--- config.mk ---
export PLATFORM = sky130hd
export DESIGN_NAME = reader_timer_one_two
export DESIGN_NICKNAME = d
export VERILOG_FILES = /design/src/logic/timer_pkg.sv /design/src/logic/rate_divider.sv /design/src/logic/down_timer.sv /design/src/logic/reader_timer_one_two.sv
export VERILOG_INCLUDE_DIRS = /design/src /design/src/logic
export SDC_FILE = /design/constraint.sdc
export NUM_CORES = 1
export LEC_CHECK = 0
export ABC_CLOCK_PERIOD_IN_PS = 2200
export BUFFER_PORTS_ARGS = -buffer_cell sky130_fd_sc_hd__clkbuf_2
export CAP_MARGIN = 20
export CORE_UTILIZATION = 45
export DETAILED_ROUTE_END_ITERATION = 12
export PLACE_DENSITY = 0.72
export SLEW_MARGIN = 20
export SYNTH_ARGS = -nofsm -noshare
export SYNTH_HDL_FRONTEND = slang
export SYNTH_SLANG_ARGS = --single-unit
--- constraint.sdc ---
create_clock -name clk -period 2.2 [get_ports clk]
set_clock_uncertainty 0.15 [all_clocks]
set_input_delay 0.11 -clock clk [delete_from_list [all_inputs] [get_ports clk]]
set_output_delay 0.11 -clock clk [all_outputs]
set_load 0.03 [all_outputs]
--- src/logic/timer_cfg.svh ---
// Register offsets, field positions, reset values and rates for the timer pair
// Assumes a byte-wide register port and a 25 MHz system clock
`ifndef TIMER_CFG_SVH
`define TIMER_CFG_SVH

// Register offsets
`define OFS_T1_RELOAD_HI 8'h15
`define OFS_T1_RELOAD_LO 8'h16
`define OFS_T1_COUNT_HI 8'h17
`define OFS_T1_COUNT_LO 8'h18
`define OFS_T2_CONTROL 8'h19
`define OFS_T2_RELOAD_HI 8'h1a
`define OFS_T2_RELOAD_LO 8'h1b
`define OFS_T2_COUNT_HI 8'h1c
`define OFS_T2_COUNT_LO 8'h1d
`define OFS_T1_CONTROL 8'h30
`define OFS_IRQ_STATUS 8'h31
`define OFS_IRQ_MASK 8'h32
`define OFS_COMMAND 8'h33

// Control register fields
`define CTL_STOP_RX_BIT 7
`define CTL_START_HI 5
`define CTL_START_LO 4
`define CTL_RESTART_BIT 3
`define CTL_CLK_HI 1
`define CTL_CLK_LO 0
`define CTL_WRITE_MASK 8'hbb

// Interrupt and command bits
`define IRQ_T1_BIT 0
`define IRQ_T2_BIT 1
`define IRQ_WRITE_MASK 8'h03
`define CMD_T1_START_BIT 0
`define CMD_T2_START_BIT 1
`define CMD_T1_STOP_BIT 2
`define CMD_T2_STOP_BIT 3

// Reset values
`define RELOAD_RESET 8'h00
`define CONTROL_RESET 8'h00
`define IRQ_RESET 8'h00

// Rates in kHz
`define CLK_KHZ 25000
`define FAST_KHZ 13560
`define SLOW_KHZ 212

`endif

--- src/logic/timer_pkg.sv ---
// Types shared by the timer pair
// Assumes the cfg header carries every number
package timer_pkg;
    typedef enum logic [1:0] {
        START_NONE,
        START_TX_END,
        START_TRIM_QUIET,
        START_TRIM_FLOW
    } start_mode_t;

    typedef enum logic [1:0] {
        SRC_FAST,
        SRC_SLOW,
        SRC_TIMER0,
        SRC_OTHER
    } clock_select_t;

    typedef logic [7:0] byte_t;
    typedef logic [15:0] count_t;
endpackage

--- src/logic/rate_divider.sv ---
// Fractional divider: one-cycle enable pulses at an average rate from the clock
// Assumes rates given in kHz and below the clock rate
`timescale 1ns/10ps
`include "timer_cfg.svh"
module rate_divider #(
    parameter int RATE_KHZ = 212
) (
    input wire logic clk,
    input wire logic rst_n,
    output logic tick
);
    localparam int INC = (RATE_KHZ * 65536) / `CLK_KHZ;

    logic [15:0] acc_q;
    logic [16:0] sum;

    assign sum = {1'b0, acc_q} + {1'b0, INC[15:0]};

    // Carry out of the accumulator marks one period of the slower rate
    always_ff @(posedge clk) begin
        if (!rst_n) begin
            acc_q <= 16'h0000;
            tick <= 1'b0;
        end else begin
            acc_q <= sum[15:0];
            tick <= sum[16];
        end
    end
endmodule // rate_divider

--- src/logic/down_timer.sv ---
// One 16-bit down-counter with reload, auto-restart and underflow pulse
// Assumes start and stop are one-cycle pulses and tick a one-cycle enable
`timescale 1ns/10ps
module down_timer
    import timer_pkg::*;
(
    input wire logic clk,
    input wire logic rst_n,
    input wire logic tick,
    input wire logic start,
    input wire logic stop,
    input wire logic auto_restart,
    input wire logic allow_underflow,
    input wire count_t reload,
    output count_t count,
    output logic running,
    output logic underflow
);
    // Start wins over stop and tick; a stop halts at once
    always_ff @(posedge clk) begin
        if (!rst_n) begin
            count <= 16'h0000;
            running <= 1'b0;
            underflow <= 1'b0;
        end else begin
            underflow <= 1'b0;
            if (start) begin
                count <= reload;
                running <= 1'b1;
            end else if (stop) begin
                running <= 1'b0;
            end else if (running && tick) begin
                if (count != 16'h0000) begin
                    count <= count - 16'h0001;
                end else if (!allow_underflow) begin
                    count <= count;
                end else begin
                    underflow <= 1'b1;
                    if (auto_restart) begin
                        count <= reload;
                    end else begin
                        running <= 1'b0;
                    end
                end
            end
        end
    end
endmodule // down_timer

--- src/logic/reader_timer_one_two.sv ---
// Timer one and timer two of the reader timer unit, with register port and interrupt
// Assumes synchronous event inputs and a 25 MHz clock
//
// Operation
// - Timer one loads reload word at start
// - Reload writes wait for next start or auto-restart reload
// - Count high byte of timer one readable
// - Count low byte of timer one readable
// - Stop-on-receive halts after first four bits
// - Stop-on-receive ignored in trimming modes
// - Start mode: none or end of transmission
// - Trimming modes start/stop on oscillator rise
// - Auto-restart reloads at zero
// - Without auto-restart, stop at zero
// - Timer two underflow sets its flag
// - Timer two clock source selection
// - Timer two reload copied at start
// - Timer one may count timer two underflows
`timescale 1ns/10ps
`include "timer_cfg.svh"
module reader_timer_one_two
    import timer_pkg::*;
(
    input wire logic clk,
    input wire logic rst_n,
    input wire logic [7:0] addr,
    input wire logic [7:0] wdata,
    input wire logic wr,
    input wire logic rd,
    output byte_t rdata,
    input wire logic tx_end,
    input wire logic rx_first_bits,
    input wire logic slow_oscillator,
    input wire logic timer0_underflow,
    output logic first_timer_underflow,
    output logic second_timer_underflow,
    output logic irq
);
    byte_t first_timer_reload_upper_q;
    byte_t first_timer_reload_lower_q;
    byte_t first_timer_control_q;
    byte_t second_timer_control_q;
    byte_t second_timer_reload_upper_q;
    byte_t second_timer_reload_lower_q;
    byte_t irq_status_q;
    byte_t irq_mask_q;
    byte_t rdata_d;
    logic osc_prev_q;
    logic osc_rise;
    logic fast_tick;
    logic slow_tick;
    logic first_tick;
    logic second_tick;
    logic [1:0] first_events;
    logic [1:0] second_events;
    logic first_start;
    logic first_stop;
    logic second_start;
    logic second_stop;
    logic first_running;
    logic second_running;
    count_t first_count;
    count_t second_count;
    logic cmd_write;
    logic status_write;

    // Start and stop decision for one timer from its control byte
    function automatic logic [1:0] start_stop(
        input byte_t ctl,
        input logic tx_done,
        input logic rx4,
        input logic osc_up,
        input logic active
    );
        start_mode_t mode;
        logic trim;
        logic go;
        logic halt;
        mode = start_mode_t'(ctl[`CTL_START_HI:`CTL_START_LO]);
        trim = (mode == START_TRIM_QUIET) || (mode == START_TRIM_FLOW);
        go = (mode == START_TX_END) && tx_done;
        go = go || (trim && osc_up && !active);
        halt = trim && osc_up && active;
        halt = halt || (!trim && ctl[`CTL_STOP_RX_BIT] && rx4);
        start_stop = {halt, go};
    endfunction

    // Counting source for one timer
    function automatic logic tick_select(
        input byte_t ctl,
        input logic fast,
        input logic slow,
        input logic zero_flow,
        input logic other_flow
    );
        clock_select_t sel;
        sel = clock_select_t'(ctl[`CTL_CLK_HI:`CTL_CLK_LO]);
        case (sel)
            SRC_FAST: tick_select = fast;
            SRC_SLOW: tick_select = slow;
            SRC_TIMER0: tick_select = zero_flow;
            SRC_OTHER: tick_select = other_flow;
            default: tick_select = 1'b0;
        endcase
    endfunction

    // Underflow is suppressed only in the quiet trimming mode
    function automatic logic flow_allowed(input byte_t ctl);
        flow_allowed = start_mode_t'(ctl[`CTL_START_HI:`CTL_START_LO]) != START_TRIM_QUIET;
    endfunction

    // Source rate enables
    rate_divider #(
        .RATE_KHZ(`FAST_KHZ)
    ) fast_div (
        .clk(clk),
        .rst_n(rst_n),
        .tick(fast_tick)
    );

    rate_divider #(
        .RATE_KHZ(`SLOW_KHZ)
    ) slow_div (
        .clk(clk),
        .rst_n(rst_n),
        .tick(slow_tick)
    );

    // Slow oscillator rising edge
    always_ff @(posedge clk) begin
        if (!rst_n) begin
            osc_prev_q <= 1'b0;
        end else begin
            osc_prev_q <= slow_oscillator;
        end
    end

    assign osc_rise = slow_oscillator && !osc_prev_q;

    // Tick selection, cascading in both directions
    assign first_tick = tick_select(first_timer_control_q, fast_tick, slow_tick, timer0_underflow,
                                    second_timer_underflow);
    assign second_tick = tick_select(second_timer_control_q, fast_tick, slow_tick, timer0_underflow,
                                     first_timer_underflow);

    // Start and stop events, automatic and by command
    assign cmd_write = wr && (addr == `OFS_COMMAND);
    assign first_events = start_stop(first_timer_control_q, tx_end, rx_first_bits, osc_rise, first_running);
    assign second_events = start_stop(second_timer_control_q, tx_end, rx_first_bits, osc_rise, second_running);
    assign first_start = first_events[0] || (cmd_write && wdata[`CMD_T1_START_BIT]);
    assign second_start = second_events[0] || (cmd_write && wdata[`CMD_T2_START_BIT]);
    assign first_stop = first_events[1] || (cmd_write && wdata[`CMD_T1_STOP_BIT]);
    assign second_stop = second_events[1] || (cmd_write && wdata[`CMD_T2_STOP_BIT]);

    // Timer one counts from the reload word captured at start
    down_timer first_timer (
        .clk(clk),
        .rst_n(rst_n),
        .tick(first_tick),
        .start(first_start),
        .stop(first_stop),
        .auto_restart(first_timer_control_q[`CTL_RESTART_BIT]),
        .allow_underflow(flow_allowed(first_timer_control_q)),
        .reload({first_timer_reload_upper_q, first_timer_reload_lower_q}),
        .count(first_count),
        .running(first_running),
        .underflow(first_timer_underflow)
    );

    // Timer two
    down_timer second_timer (
        .clk(clk),
        .rst_n(rst_n),
        .tick(second_tick),
        .start(second_start),
        .stop(second_stop),
        .auto_restart(second_timer_control_q[`CTL_RESTART_BIT]),
        .allow_underflow(flow_allowed(second_timer_control_q)),
        .reload({second_timer_reload_upper_q, second_timer_reload_lower_q}),
        .count(second_count),
        .running(second_running),
        .underflow(second_timer_underflow)
    );

    // Reload bytes feed the counter at a start event or an auto-restart reload
    always_ff @(posedge clk) begin
        if (!rst_n) begin
            first_timer_reload_upper_q <= `RELOAD_RESET;
            first_timer_reload_lower_q <= `RELOAD_RESET;
        end else if (wr) begin
            if (addr == `OFS_T1_RELOAD_HI) begin
                first_timer_reload_upper_q <= wdata;
            end
            if (addr == `OFS_T1_RELOAD_LO) begin
                first_timer_reload_lower_q <= wdata;
            end
        end
    end

    always_ff @(posedge clk) begin
        if (!rst_n) begin
            second_timer_reload_upper_q <= `RELOAD_RESET;
            second_timer_reload_lower_q <= `RELOAD_RESET;
        end else if (wr) begin
            if (addr == `OFS_T2_RELOAD_HI) begin
                second_timer_reload_upper_q <= wdata;
            end
            if (addr == `OFS_T2_RELOAD_LO) begin
                second_timer_reload_lower_q <= wdata;
            end
        end
    end

    // Control bytes; reserved bits never stored
    always_ff @(posedge clk) begin
        if (!rst_n) begin
            first_timer_control_q <= `CONTROL_RESET;
            second_timer_control_q <= `CONTROL_RESET;
        end else if (wr) begin
            if (addr == `OFS_T1_CONTROL) begin
                first_timer_control_q <= wdata & `CTL_WRITE_MASK;
            end
            if (addr == `OFS_T2_CONTROL) begin
                second_timer_control_q <= wdata & `CTL_WRITE_MASK;
            end
        end
    end

    // Sticky underflow flags, write one to clear, set wins
    assign status_write = wr && (addr == `OFS_IRQ_STATUS);

    always_ff @(posedge clk) begin
        if (!rst_n) begin
            irq_status_q <= `IRQ_RESET;
        end else begin
            if (status_write) begin
                irq_status_q <= irq_status_q & ~(wdata & `IRQ_WRITE_MASK);
            end
            if (first_timer_underflow) begin
                irq_status_q[`IRQ_T1_BIT] <= 1'b1;
            end
            if (second_timer_underflow) begin
                irq_status_q[`IRQ_T2_BIT] <= 1'b1;
            end
        end
    end

    always_ff @(posedge clk) begin
        if (!rst_n) begin
            irq_mask_q <= `IRQ_RESET;
        end else if (wr && (addr == `OFS_IRQ_MASK)) begin
            irq_mask_q <= wdata & `IRQ_WRITE_MASK;
        end
    end

    assign irq = |(irq_status_q & irq_mask_q);

    // Read decode; counts are live, unmapped offsets read zero
    always_comb begin
        case (addr)
            `OFS_T1_RELOAD_HI: rdata_d = first_timer_reload_upper_q;
            `OFS_T1_RELOAD_LO: rdata_d = first_timer_reload_lower_q;
            `OFS_T1_COUNT_HI: rdata_d = first_count[15:8];
            `OFS_T1_COUNT_LO: rdata_d = first_count[7:0];
            `OFS_T2_CONTROL: rdata_d = second_timer_control_q & `CTL_WRITE_MASK;
            `OFS_T2_RELOAD_HI: rdata_d = second_timer_reload_upper_q;
            `OFS_T2_RELOAD_LO: rdata_d = second_timer_reload_lower_q;
            `OFS_T2_COUNT_HI: rdata_d = second_count[15:8];
            `OFS_T2_COUNT_LO: rdata_d = second_count[7:0];
            `OFS_T1_CONTROL: rdata_d = first_timer_control_q;
            `OFS_IRQ_STATUS: rdata_d = irq_status_q;
            `OFS_IRQ_MASK: rdata_d = irq_mask_q;
            default: rdata_d = 8'h00;
        endcase
    end

    // Read data stands in the cycle after the strobe only
    always_ff @(posedge clk) begin
        if (!rst_n) begin
            rdata <= 8'h00;
        end else if (rd) begin
            rdata <= rdata_d;
        end else begin
            rdata <= 8'h00;
        end
    end
endmodule // reader_timer_one_two

# Word-level counts from Yosys, hierarchy flattened
# Index checks and enable logic that the tools add are counted.
# totals
reg_bits,133
out_inout_bits,11
input_bits,24
elab_cells,164
# op_classes
reduce_logical,67
n_bitwise,6
eq_ne,33
mux,32
add_sub_neg,4
# op_table
operator,count
$mux 16,12
$pmux 8 s12,1
$eq 8x5->1 const B,9
$eq 8x6->1 const B,4
$reduce_bool 16->1,2
$sub 16x1->16 const B,2
$reduce_bool 3->1,8
$logic_and 1x1->1,22
$add 16x10->17 const B,1
$add 16x16->17 const B,1
$eq 2x2->1 const B,8
$mux 1,16
$reduce_and 4->1,4
$reduce_and 2->1,7
$logic_or 1x1->1,10
$reduce_or 5->1,2
$and 8x2->8,1
$and 8x8->8,1
$eq 2x1->1 const B,4
$ne 2x2->1 const B,4
$not 2->8,1
$pmux 1 s4,2
$reduce_bool 2->1,4
$reduce_or 8->1,1
6 further kinds,15

# Depth between registers and ports, before layout
# Gate-level depths: netlist of run 1.
# logic_depth
ltp_word,9
mapped_depth,9
ltp_nobuf,8

# Cells and area by module
# A second synthesis of run 1 with hierarchy kept.
# hier_totals
cells_unflattened,809
hier_area_um2,7154.4
# modules_own_cells
mod,cells_each,area_each_um2,n_inst,seq_area_each_um2
reader_timer_one_two,329,3101.7,1,1141.1
down_timer,154,1247.4,2,360.3
rate_divider at slow_div,90,797.0,1,340.3
rate_divider at fast_div,82,760.7,1,320.3

# Worst setup path before layout of run 1
# Ideal clock, no wire load.
# synth_path
kind,register -> register
start,reg second_timer.underflow
end,reg first_timer.count[4]
n_path_buf,0
synth_period_minus_slack_ns,2.163
t_required_ns,1.979
path_stages_with_launch,7
setup_slack_ns,0.037
t_arrival_ns,1.942
setup_time_ns,0.071
cell_sequence,dfxtp_1 > mux2i_1 > o22a_1 > a311o_2 > or4_1 > xor2_1 > o2bb2ai_1
# synth_between
elab_chain_cells,4
# synth_lines
element,line,text
start: declaration,down_timer.sv:17,output logic underflow
start signal: assignment,down_timer.sv:24,underflow <= 1'b0;
start signal: assignment,down_timer.sv:26,underflow <= 1'b0;
start signal: assignment,down_timer.sv:38,underflow <= 1'b1;
$pmux 1 s4,reader_timer_one_two.sv:98,case (sel)
$logic_and 1x1->1,down_timer.sv:32,end else if (running && tick) begin
$reduce_bool 2->1 (no line),--,
$reduce_and 4->1 (no line),--,
end signal: assignment,down_timer.sv:34,count <= count - 16'h0001;
end signal: assignment,down_timer.sv:36,count <= count;
end signal: assignment,down_timer.sv:40,count <= reload;
end: declaration,down_timer.sv:15,"output count_t count,"
# Every way passes these cells.
# A chain may end at the register's enable or synchronous reset.

# Worst setup path after layout of run 1
# layout_path
start,reg first_timer.count[10]
end,reg first_timer.count[14]
# layout_between
elab_chain_cells,5
elab_cells_between_ends,9
classes_between,1 x add/sub; 4 x mux; 4 x reduce/logical
# layout_lines
element,line,text
start signal: assignment,down_timer.sv:28,count <= reload;
start signal: assignment,down_timer.sv:34,
start signal: assignment,down_timer.sv:36,
$sub 16x1->16 / $reduce_bool 16->1 (equally long branches),"down_timer.sv:34, down_timer.sv:33",
$mux 16,down_timer.sv:33,if (count != 16'h0000) begin
$mux 16,down_timer.sv:32,
$mux 16,down_timer.sv:30,end else if (stop) begin
$mux 16,down_timer.sv:27,if (start) begin
# Several ways; a longest one is shown, not always the timed one. The select of a mux whose other input is x is not followed.

==> Flow_metrics.wiki, run 1 <==
{| class="wikitable"
! Metric !! Value
|-
| Buffer and inverter count on the worst path || 0
|-
| Crit path time final || 2.16 ns
|-
| Synth Instances || 764
|-
| Switching share of total power || 0.248
|-
| PwrDens || 710 nW/um^2
|-
| DRC violation count after routing || 0
|-
| Area growth from synthesis to layout || 28.5%
|-
| Vias || 6,378
|-
| Finish-stage setup viols || 0
|-
| Post-Route Setup TNS || 0 ns
|-
| Net load switching power || 1.49 mW
|-
| Clock slew seen by the registers of the worst setup and hold paths || 0.06 ns
|-
| Number of clock sinks seen by CTS || 126
|-
| Max-cap violation count || 0
|-
| Top post-synthesis cells by area || sky130_fd_sc_hd__dfxtp_1, sky130_fd_sc_hd__mux2i_1, sky130_fd_sc_hd__nor2_1
|-
| Detailed-routing iteration count for the pre-antenna-repair pass || 5
|-
| Post-synthesis sequential element count || 126
|-
| Synthesis warning total || 0
|-
| Number of vias per cell after detailed routing || 5.93
|-
| Count of flip-flops with a built-in enable after synthesis || 0
|-
| H-tree depth || 4
|-
| Post-Route Utilization || 0.600
|-
| Start point of the worst hold path || wdata[0]
|-
| Combinational Power Share || 0.082
|-
| Post-synth ARST share || 0
|-
| Worst slew margin || 0.506
|-
| Net count, final || 912
|-
| Cell family with the largest share of critical-path delay || simple AND/OR/NAND/NOR gates
|-
| Register-to-Register Path Depth || 6
|-
| Required time of the critical path || 2.37 ns
|-
| Result of the run || complete, no violations
|-
| Critical R2R Launch || first_timer.count[10]
|-
| Total Die Area || 15,100 um^2
|-
| Synth cell types || 82
|-
| R2R Setup Slk || 0.04 ns
|-
| Maximum number of pins on one net before global-route repair || 43
|-
| Initial antenna violation count || 0
|-
| Destination of the worst register-to-register timing path || first_timer.count[14]
|-
| Slew at the pin closest to its max-slew limit || 0.736 ns
|-
| Routed wire length per instance || 18.7 um
|-
| Top cell type's share of synthesized area || 0.383
|-
| Detailed-route wire length || 20.1 mm
|-
| Number of stages on the worst hold path || 3
|-
| Sequential share of the synthesized area || 0.383
|-
| Global-route total usage across every layer || 0.272
|-
| Maximum fanout count along the critical path || 4
|-
| Number of input and output port buffers inserted || 34
|-
| Buffer cell driving the clock tree root || sky130_fd_sc_hd__clkbuf_16
|-
| Wire length of the first global-routing pass || 30.9 mm
|-
| Delay of the slowest critical-path stage || 0.55 ns
|-
| Post-synth net total || 794
|-
| Crit path capture type || register
|-
| Post-layout worst setup margin || 0.0378 ns
|-
| Drt initial violations || 758
|-
| CTS buffer count || 17
|-
| List of cells traversed by the critical path || or4_4 -> nor4_4 -> nand3_2 -> o21ai_2 -> a211oi_1 -> a211o_1
|-
| Maximum clock path buffer count || 2
|-
| Layout cells sized above 1 || 0.256
|-
| Die Span X || 123 um
|-
| Leakage || 3.39 nW
|-
| RePlAce Congestion || 0.981
|-
| Max-slew violation count || 0
|-
| Remaining global-route overflow || 0
|-
| Worst ir drop on vdd || 0.612 mV
|-
| DP HPWL || 14.4 mm
|-
| Hold Path Class || input port to register
|-
| Top-level I/O count || 35
|-
| Clock Power Share || 0.506
|-
| Y dimension of the die || 123 um
|-
| Destination of the worst hold path || first_timer.running
|-
| Number of nets with antenna violations after routing || 0
|-
| Std-Cell Rows || 43
|-
| CP arrival || 2.33 ns
|-
| Placeable Area || 14,100 um^2
|-
| Slowest cell on the critical path || sky130_fd_sc_hd__or4_4
|-
| Worst Setup Start Kind || register
|-
| Clock latency of the later-clocked register in the worst-skew pair || 0.42 ns
|-
| Max frequency || 0.463 GHz
|-
| Period utilisation layout || 0.983
|-
| Syn avg cell area || 8.61 um^2
|-
| Initial core utilization || 0.467
|-
| Flip-flop cell with the highest count after synthesis || sky130_fd_sc_hd__dfxtp_1
|-
| Clock tree from TritonCTS || done
|-
| Crit path kind || register to register
|-
| Cell accounting for the most synthesized area || sky130_fd_sc_hd__dfxtp_1
|-
| Via count of the first global-routing pass || 5,816
|-
| Final hold violation count || 0
|-
| Total power after layout || 6.00 mW
|-
| Pre-CTS setup slack || -0.0704 ns
|-
| Final antenna diode count || 0
|-
| Internal Pwr Total || 4.51 mW
|-
| Unrepaired setup endpoints after global routing || yes
|-
| Fraction of power consumed by sequential logic || 0.413
|-
| Post-synthesis instance area || 6580 um^2
|}
-- sequential cells by signal, summed over array words and instances (netlist names), 6 cells and up --
signal                       cells
fast_div.acc_q                  15
first_timer.count               16
first_timer_control_q            6
first_timer_reload_lower_q       8
first_timer_reload_upper_q       8
rdata                            8
second_timer.count              16
second_timer_control_q           6
second_timer_reload_lower_q      8
second_timer_reload_upper_q      8
slow_div.acc_q                  16
-- cells in the final DEF (no fill, tap or decap), drive strengths merged, types with 4 or more instances in the layout --
master and instances:
nor3 23, inv 22, mux2i 52, nand2 63, and2 9, dfxtp 126, nand4 10, nor2b 7
or3 8, clkinv 4, a22oi 12, o2bb2ai 10, nand3 39, nand2b 10, and3 11, xor2 9
a31oi 8, a21oi 41, bufinv 4, o211ai 5, nor4 15, o21ai 33, dlygate4sd3 11, nor4b 5
or4 5, a21o 4, clkbuf 52, a21boi 4, nand3b 5, o22ai 11, buf 94, mux2 11
ha 6, a22o 7, xnor2 17, nor2 94
-- power by group through the flow --
stage               clock (mW)  sequential (mW)  combinational [mW]
floorplan                    0             2.50               0.319
global placement             0             2.52               0.450
detailed placement           0             2.52               0.454
CTS                       3.07             2.47               0.474
global route              3.16             2.49               0.536
finish                    3.03             2.48               0.490
-- repair_timing --
action,CTS,global route
hold buffers,11,0
endpoints found under the setup margin,1,33
resized for setup,2,39
buffers inserted,0,2
pin swaps,0,15
endpoints found under the hold margin,43,0
cloned,0,1
-- worst max path at each step --
| stage | to | slack [ns] | from | depth (start not counted) |
|---|---|---|---|---|
| floorplan | first_timer.count[4] | 0.04 | second_timer.underflow | 6 |
| global placement | first_timer.underflow | -0.14 | first_timer.count[0] | 9 |
| detailed placement | first_timer.underflow | -0.07 | first_timer.count[0] | 9 |
| CTS | first_timer.count[11] | 0.01 | first_timer.running | 7 |
| global route | first_timer.count[14] | -0.05 | first_timer.count[10] | 6 |
| finish | first_timer.count[14] | 0.04 | first_timer.count[10] | 6 |
-- routing by layer --
metal | track usage | vias to the layer above | wire [um]
met5 | 0 | - | 0
met4 | 0.106 | 0 | 446
met3 | 0.0609 | 38 | 1770
met2 | 0.418 | 298 | 9070
met1 | 0.368 | 3007 | 8820
li1 | - | 3035 | -
-- through the flow --
stage / instances / cell area, um^2 / hold WS, ns
finish: 1075 / 8450 / 0.0247
global route: 1075 / 8450 / 0.0448
CTS: 1072 / 8250 / 0.000685
detailed placement: 1029 / 7500 / 0.223
global placement: 1029 / 7500 / 0.224
floorplan: 764 / 6580 / 0.0817
-- worst reg2reg max path, stage by stage, from the launching register on --
cell and delay, ns:
sky130_fd_sc_hd__dfxtp_2 0.31, sky130_fd_sc_hd__or4_4 0.55, sky130_fd_sc_hd__nor4_4 0.40, sky130_fd_sc_hd__nand3_2 0.21
sky130_fd_sc_hd__o21ai_2 0.10, sky130_fd_sc_hd__a211oi_1 0.08, sky130_fd_sc_hd__a211o_1 0.25
-- layout make-up --
class | instances | area, um^2
Timing Repair Buffer | 139 | 1030
Sequential cell | 126 | 2530
Inverter | 17 | 63.8
Multi-Input combinational cell | 581 | 3970
Fill cell | 1225 | 5640
Tap cell | 180 | 225
Clock inverter | 14 | 206
Clock buffer | 18 | 429
-- synth_stat cells, drive strengths merged, types with 3 or more instances --
master / number
or3: 8
nand2b: 10
nor4b: 5
nand4: 10
a21boi: 4
mux2: 11
nor2: 94
clkbuf: 21
nor3: 23
o2111ai: 3
xnor2: 17
or4: 5
and2: 9
a22oi: 12
a22o: 7
ha: 6
mux2i: 52
inv: 17
xor2: 9
a21o: 4
a211o: 3
a311oi: 3
o22ai: 11
a21oi: 41
o2bb2ai: 10
nor4: 15
nand3: 39
and3: 11
o31ai: 3
nor2b: 7
buf: 19
a31oi: 8
dfxtp: 126
nand2: 63
nand3b: 5
o21ai: 33
o211ai: 5
-- logic make-up after synthesis --
logic type,after synthesis,synth area share
fa+ha+maj,6,0.0114
simple gates,316,0.254
compound gates,168,0.173
flops,126,0.383
buf+inv,57,0.0390
mux,65,0.105
xor+xnor,26,0.0346
Note: power is estimated with default switching activity, not from simulation.
==> inputs of run 2 (changes only) <==
--- a/config.mk
+++ b/config.mk
@@ -11,7 +11,7 @@
 export CAP_MARGIN = 20
 export CORE_UTILIZATION = 45
 export DETAILED_ROUTE_END_ITERATION = 12
-export PLACE_DENSITY = 0.72
+export PLACE_DENSITY = 0.6
 export SLEW_MARGIN = 20
 export SYNTH_ARGS = -nofsm -noshare
 export SYNTH_HDL_FRONTEND = slang
==> run 2 against run 1 <==
Effect of this change:
- the flow now finishes with violations (negative setup slack)
- register-to-register slack worse by 0.05 ns
- first-iteration DRC count is 12% lower
- count of clock-buffer cells in the layout stayed put
- sequential cell count stayed put
- routed wire length is 6.8% higher
- clock power is 2% lower
- global-route usage is 1.9 points higher
- setup slack worse by 0.052 ns
- maximum frequency is 2.3% lower
- highest routed layer unchanged
==> Flow_metrics.wiki, run 2 (synthesis gave the netlist of run 1 again) <==
{| class="wikitable"
! Metric !! Value
|-
| Result of the run || finished, violations left
|-
| Failing checks || negative setup slack
|-
| Layout cells sized above 1 || 0.264 (+0.00858)
|-
| Clock latency of the later-clocked register in the worst-skew pair || 0.43 ns (about the same)
|-
| R2R Setup Slk || -0.01 ns (-0.05 ns)
|-
| Post-layout worst setup margin || -0.0137 ns (-0.0516 ns)
|-
| Std-Cell Rows || 43 (unchanged)
|-
| Vias || 6,486 (+1.7%)
|-
| Remaining global-route overflow || 0 (unchanged)
|-
| Clock tree from TritonCTS || done
|-
| Crit path kind || register to register
|-
| Unrepaired setup endpoints after global routing || yes
|-
| Fraction of power consumed by sequential logic || 0.418 (+0.005)
|-
| PwrDens || 698 nW/um^2 (-1.7%)
|-
| Initial antenna violation count || 0 (unchanged)
|-
| Net load switching power || 1.52 mW (+2.1%)
|-
| Wire length of the first global-routing pass || 32.7 mm (+5.6%)
|-
| Combinational Power Share || 0.085 (+0.003)
|-
| Clock Power Share || 0.497 (-0.009)
|-
| Number of stages on the worst hold path || 4 (+1)
|-
| CTS buffer count || 17 (unchanged)
|-
| Number of input and output port buffers inserted || 34 (unchanged)
|-
| Crit path time final || 2.21 ns (+0.0516 ns)
|-
| Destination of the worst hold path || second_timer_reload_lower_q[5]
|-
| DRC violation count after routing || 0 (unchanged)
|-
| Routed wire length per instance || 19.9 um (+6.3%)
|-
| Number of vias per cell after detailed routing || 6.01 (+1.2%)
|-
| Cell area after layout || 8520 um^2 (+0.83%)
|-
| Via count of the first global-routing pass || 6,040 (+3.9%)
|-
| Internal Pwr Total || 4.43 mW (-1.8%)
|-
| Post-Route Setup TNS || -0.0212 ns (-0.0212 ns)
|-
| Commonest non-fill, non-tap cells in the layout || sky130_fd_sc_hd__dfxtp_1, sky130_fd_sc_hd__nor2_1, sky130_fd_sc_hd__buf_4, sky130_fd_sc_hd__nand2_1, sky130_fd_sc_hd__mux2i_1
|-
| Period utilisation layout || 1.01 (+0.0234)
|-
| Post-Route Utilization || 0.605 (+0.00497)
|-
| Die Span X || 123 um (unchanged)
|-
| Number of nets with antenna violations after routing || 0 (unchanged)
|-
| Placeable Area || 14,100 um^2 (unchanged)
|-
| Y dimension of the die || 123 um (unchanged)
|-
| Buffer cell driving the clock tree root || sky130_fd_sc_hd__clkbuf_16
|-
| Global-route total usage across every layer || 0.291 (+0.0193)
|-
| Finish-stage setup viols || 2 (+2)
|-
| Crit path capture type || register
|-
| Start point of the worst hold path || addr[1]
|-
| Leakage || 3.42 nW (+0.78%)
|-
| Critical R2R Launch || first_timer_control_q[1]
|-
| Final antenna diode count || 0 (unchanged)
|-
| Required time of the critical path || 2.40 ns (+0.03 ns)
|-
| Worst ir drop on vdd || 0.780 mV (+27%)
|-
| Max frequency || 0.452 GHz (-2.3%)
|-
| Maximum fanout count along the critical path || 8 (+4)
|-
| Hold Path Class || input port to register
|-
| Detailed-routing iteration count for the pre-antenna-repair pass || 5 (unchanged)
|-
| H-tree depth || 4 (unchanged)
|-
| Destination of the worst register-to-register timing path || first_timer.count[4]
|-
| CP arrival || 2.42 ns (+0.09 ns)
|-
| Commonest non-fill, non-tap cell in the layout || sky130_fd_sc_hd__dfxtp_1
|-
| Final hold violation count || 0 (unchanged)
|-
| Worst slew margin || 0.554 (+0.0478)
|-
| Total Die Area || 15,100 um^2 (unchanged)
|-
| Worst Hold Margin || 0.0291 ns (+0.00439 ns)
|-
| Switching share of total power || 0.255 (+0.00728)
|-
| Slew at the pin closest to its max-slew limit || 0.667 ns (-0.0692 ns)
|-
| Max-slew violation count || 0 (unchanged)
|-
| Number of clock sinks seen by CTS || 126 (unchanged)
|-
| Register-to-Register Path Depth || 6 (unchanged)
|-
| Max-cap violation count || 0 (unchanged)
|-
| Initial core utilization || 0.467 (unchanged)
|-
| Placed standard-cell area || 7540 um^2 (+0.47%)
|-
| Worst Setup Start Kind || register
|-
| Top-level I/O count || 35 (unchanged)
|-
| Net count, final || 917 (+0.55%)
|-
| Area growth from synthesis to layout || 29.5%
|-
| Biggest registers after layout || first_timer.count x16, second_timer.count x16, slow_div.acc_q x16
|-
| RePlAce Congestion || 0.974 (-0.74%)
|-
| DP HPWL || 15.5 mm (+7.7%)
|-
| Clock slew seen by the registers of the worst setup and hold paths || 0.06 ns (about the same)
|-
| Maximum clock path buffer count || 2 (unchanged)
|-
| Drt initial violations || 669 (-12%)
|-
| Detailed-route wire length || 21.5 mm (+6.8%)
|-
| Maximum number of pins on one net before global-route repair || 80 (+86%)
|}
## run 2: cell count changes in the layout (fill, tap and decap cells not counted), sizes merged
cell,before,now
buf,94,97
bufinv,4,3
dlygate4sd3,11,12
clkinvlp,1,4
clkinv,4,2
clkdlybuf4s15,0,1
## run 2: final cells by class
class / instances / area, um^2
inverters: 17 / 63.8
multi-input cells: 581 / 4000
repair buffers: 144 / 1090
clock inverters: 14 / 183
fillers: 1274 / 5570
clock buffers: 18 / 439
flip-flops and latches: 126 / 2530
well taps: 180 / 225
## run 2: critical path: stages (launching register included)
cell and delay [ns]:
sky130_fd_sc_hd__dfxtp_2 0.34, sky130_fd_sc_hd__mux2i_1 0.12, sky130_fd_sc_hd__o22a_2 0.26, sky130_fd_sc_hd__a311o_2 0.47, sky130_fd_sc_hd__or4_4 0.51, sky130_fd_sc_hd__xor2_1 0.15
sky130_fd_sc_hd__o2bb2ai_1 0.14
## run 2: worst max path at each step
stage                                   from  cells after the start  slack, ns               endpoint
floorplan             second_timer.underflow                      6       0.04   first_timer.count[4]
global placement        first_timer.count[0]                      9      -0.30  first_timer.underflow
detailed placement      first_timer.count[0]                      9      -0.28  first_timer.underflow
CTS                        fast_div.acc_q[1]                      7       0.01     fast_div.acc_q[15]
global route             first_timer.running                      7      -0.06  first_timer.count[11]
finish              first_timer_control_q[1]                      6      -0.01   first_timer.count[4]
## run 2: metal layers
layer | routed length [um] | track usage | up-vias
li1 | - | - | 3041
met1 | 9750 | 0.387 | 3147
met2 | 9520 | 0.437 | 245
met3 | 1510 | 0.0706 | 53
met4 | 685 | 0.149 | 0
met5 | 0 | 0 | -
## run 2: what timing repair did
| item | 4_1_cts | 5_1_grt |
|---|---|---|
| pin swaps | 0 | 22 |
| endpoints found under the setup margin | 12 | 28 |
| buffers inserted | 0 | 3 |
| endpoints found under the hold margin | 41 | 0 |
| resized for setup | 5 | 42 |
| hold buffers | 12 | 0 |
| gates cloned | 0 | 2 |
## run 2: power by group through the flow
stage	Sequential (mW)	Clock, mW	Combinational [mW]
detailed placement	2.52	0	0.465
CTS	2.47	3.00	0.488
floorplan	2.50	0	0.319
global route	2.50	3.10	0.558
global placement	2.51	0	0.450
finish	2.49	2.96	0.505
## run 2: through the flow
stage	power (mW)	setup slack, ns	std cells
3_5_place_dp	2.98	-0.284	1032
2_1_floorplan	2.82	0.0370	764
3_3_place_gp	2.96	-0.299	1032
5_1_grt	6.16	-0.0635	1080
6_report	5.95	-0.0137	1080
4_1_cts	5.96	0.0123	1076
==> inputs of run 3 (changes only) <==
--- a/config.mk
+++ b/config.mk
@@ -6,12 +6,12 @@
 export SDC_FILE = /design/constraint.sdc
 export NUM_CORES = 1
 export LEC_CHECK = 0
-export ABC_CLOCK_PERIOD_IN_PS = 2200
+export ABC_CLOCK_PERIOD_IN_PS = 2250
 export BUFFER_PORTS_ARGS = -buffer_cell sky130_fd_sc_hd__clkbuf_2
 export CAP_MARGIN = 20
-export CORE_UTILIZATION = 45
+export CORE_UTILIZATION = 61
 export DETAILED_ROUTE_END_ITERATION = 12
-export PLACE_DENSITY = 0.6
+export PLACE_DENSITY = 0.76
 export SLEW_MARGIN = 20
 export SYNTH_ARGS = -nofsm -noshare
 export SYNTH_HDL_FRONTEND = slang
==> constraint.sdc (replaced) <==
create_clock -name clk -period 2.25 [get_ports clk]
set_clock_uncertainty 0.15 [all_clocks]
set_input_delay 0.1125 -clock clk [delete_from_list [all_inputs] [get_ports clk]]
set_output_delay 0.1125 -clock clk [all_outputs]
set_load 0.03 [all_outputs]
==> run 3 against run 2 <==
Effect of this change:
- the flow now finishes without violations
- sequential share of layout area is 1.2 points higher
- via count is 0.94% higher
- clock power is 9.8% lower
- register-to-register slack better by 0.04 ns
- final cell count shrank 5.8%
- first-iteration DRC count increased by 20%
- power down 6.4%
- largest power group unchanged
==> Flow_metrics.wiki, run 3 (synthesis gave the netlist of run 1 again) <==
{| class="wikitable"
! Metric !! Value
|-
| Combinational Power Share || 0.086 (about the same)
|-
| RePlAce Congestion || 0.977 (+0.35%)
|-
| Maximum clock path buffer count || 2 (unchanged)
|-
| Final Instance Count excl. Fillers || 1,017 (-5.8%)
|-
| Initial core utilization || 0.634 (+0.168)
|-
| Detailed-route wire length || 20.7 mm (-3.4%)
|-
| Delay of the slowest critical-path stage || 0.47 ns (-0.04 ns)
|-
| Placeable Area || 10,400 um^2 (-26%)
|-
| Maximum fanout count along the critical path || 6 (-2)
|-
| Total Die Area || 11,200 um^2 (-26%)
|-
| Crit path time final || 2.23 ns (+0.0148 ns)
|-
| Commonest non-fill, non-tap cells in the layout || sky130_fd_sc_hd__dfxtp_1, sky130_fd_sc_hd__nor2_1, sky130_fd_sc_hd__buf_4, sky130_fd_sc_hd__nand2_1, sky130_fd_sc_hd__mux2i_1
|-
| Number of input and output port buffers inserted || 34 (unchanged)
|-
| Vias || 6,547 (+0.94%)
|-
| Required time of the critical path || 2.58 ns (+0.18 ns)
|-
| Biggest registers after layout || first_timer.count x16, second_timer.count x16, slow_div.acc_q x16
|-
| Std-Cell Rows || 37 (-14%)
|-
| DP HPWL || 14.8 mm (-4.6%)
|-
| Global-route total usage across every layer || 0.371 (+0.0801)
|-
| List of cells traversed by the critical path || mux2i_1 -> o22a_1 -> a311o_2 -> buf_2 -> buf_4 -> nor4_1 -> a211o_1
|-
| Crit path kind || register to register
|-
| Remaining global-route overflow || 0 (unchanged)
|-
| Die Span X || 106 um (-14%)
|-
| Detailed-routing iteration count for the pre-antenna-repair pass || 5 (unchanged)
|-
| Result of the run || complete, no violations
|-
| Clock slew seen by the registers of the worst setup and hold paths || 0.06 ns (about the same)
|-
| PwrDens || 680 nW/um^2 (-2.6%)
|-
| Worst ir drop on vdd || 0.945 mV (+21%)
|-
| Unrepaired setup endpoints after global routing || yes
|-
| Worst Hold Margin || 0.0661 ns (+0.0370 ns)
|-
| Clock Power Share || 0.479 (-0.018)
|-
| CP arrival || 2.56 ns (+0.14 ns)
|-
| H-tree depth || 4 (unchanged)
|-
| Number of clock sinks seen by CTS || 126 (unchanged)
|-
| Area growth from synthesis to layout || 24.4%
|-
| Switching share of total power || 0.259 (+0.00369)
|-
| Post-Route Utilization || 0.789 (+0.185)
|-
| Max-cap violation count || 0 (unchanged)
|-
| Net count, final || 898 (-2.1%)
|-
| Max-slew violation count || 0 (unchanged)
|-
| Wire length of the first global-routing pass || 31.9 mm (-2.4%)
|-
| Internal Pwr Total || 4.13 mW (-6.9%)
|-
| Net load switching power || 1.44 mW (-5.0%)
|-
| Top-level I/O count || 35 (unchanged)
|-
| Worst Setup Start Kind || register
|-
| Clock latency of the later-clocked register in the worst-skew pair || 0.54 ns (+0.11 ns)
|-
| Initial antenna violation count || 0 (unchanged)
|-
| Worst slew margin || 0.524 (-0.0301)
|-
| Cell Count Post-Placement || 961 (-6.9%)
|-
| Number of nets with antenna violations after routing || 0 (unchanged)
|-
| Y dimension of the die || 106 um (-14%)
|-
| CTS buffer count || 17 (unchanged)
|-
| Hold Path Class || input port to register
|-
| Fraction of power consumed by sequential logic || 0.435 (+0.017)
|-
| DRC violation count after routing || 0 (unchanged)
|-
| Layout cells sized above 1 || 0.238 (-0.0261)
|-
| Period utilisation layout || 0.990 (-0.0158)
|-
| Via count of the first global-routing pass || 6,085 (+0.75%)
|-
| Buffer cell driving the clock tree root || sky130_fd_sc_hd__clkbuf_8
|-
| Commonest non-fill, non-tap cell in the layout || sky130_fd_sc_hd__dfxtp_1
|-
| Routed wire length per instance || 20.4 um (+2.6%)
|-
| Slowest cell on the critical path || sky130_fd_sc_hd__a311o_2
|-
| Final antenna diode count || 0 (unchanged)
|-
| Slew at the pin closest to its max-slew limit || 0.712 ns (+0.0450 ns)
|-
| Max frequency || 0.449 GHz (-0.66%)
|-
| Maximum number of pins on one net before global-route repair || 59 (-26%)
|-
| Drt initial violations || 800 (+20%)
|-
| Leakage || 3.28 nW (-4.0%)
|-
| Finish-stage setup viols || 0 (-2)
|-
| Crit path capture type || register
|-
| Clock tree from TritonCTS || done
|-
| Final hold violation count || 0 (unchanged)
|-
| Number of vias per cell after detailed routing || 6.44 (+7.2%)
|}
## run 3: path summary, 6_finish.rpt
check,startpoint,to,cells past startpoint,slack [ns]
worst max-delay path,first_timer_control_q[1],first_timer.count[14],7,0.02
worst min-delay path,addr[2],rdata[7],5,0.07
worst max register to register,first_timer_control_q[1],first_timer.count[14],7,0.02
worst min register to register,slow_div.acc_q[0],slow_div.acc_q[0],1,0.29
## run 3: critical path, delay by kind of cell (launching register included)
| family | cells | cell delay [ns] |
|---|---|---|
| mux | 1 | 0.12 |
| simple gates | 1 | 0.31 |
| buf+inv | 2 | 0.38 |
| compound gates | 3 | 0.86 |
| flops | 1 | 0.34 |
## run 3: layout make-up
type	instances	area [um^2]
repair buffers	125	905
well taps	136	170
flip-flops and latches	126	2530
fillers	728	2180
clock inverters	14	156
inverters	17	63.8
clock buffers	18	418
multi-input cells	581	3950
## run 3: routing by layer
layer	part of all wire	global-route usage	vias up	wire, um
li1	-	-	3000	-
met1	0.42	0.495	3102	8640
met2	0.46	0.585	381	9450
met3	0.094	0.0680	64	1960
met4	0.033	0.163	0	690
met5	0	0	-	0
## run 3: what timing repair did
item / CTS / global route
setup buffers: 0 / 9
gates resized for setup: 5 / 31
pin swaps: 0 / 15
hold endpoints to repair: 66 / 0
hold buffers: 15 / 0
endpoints found under the setup margin: 5 / 35
## run 3: per-stage QoR
stage,power (mW),setup TNS [ns],instance area (um^2),setup WS [ns]
6_report,5.57,0,8190,0.0215
5_1_grt,5.73,-0.138,8190,-0.0302
4_1_cts,5.58,0,7990,0.0151
3_5_place_dp,2.90,-0.231,7240,-0.231
3_3_place_gp,2.88,-0.412,7240,-0.369
2_1_floorplan,2.76,0,6580,0.0870
## run 3: power groups by stage
stage / registers, mW / logic [mW] / clock network [mW]
floorplan: 2.44 / 0.312 / 0
global placement: 2.46 / 0.421 / 0
detailed placement: 2.46 / 0.437 / 0
CTS: 2.42 / 0.472 / 2.69
global route: 2.43 / 0.525 / 2.78
finish: 2.42 / 0.481 / 2.67
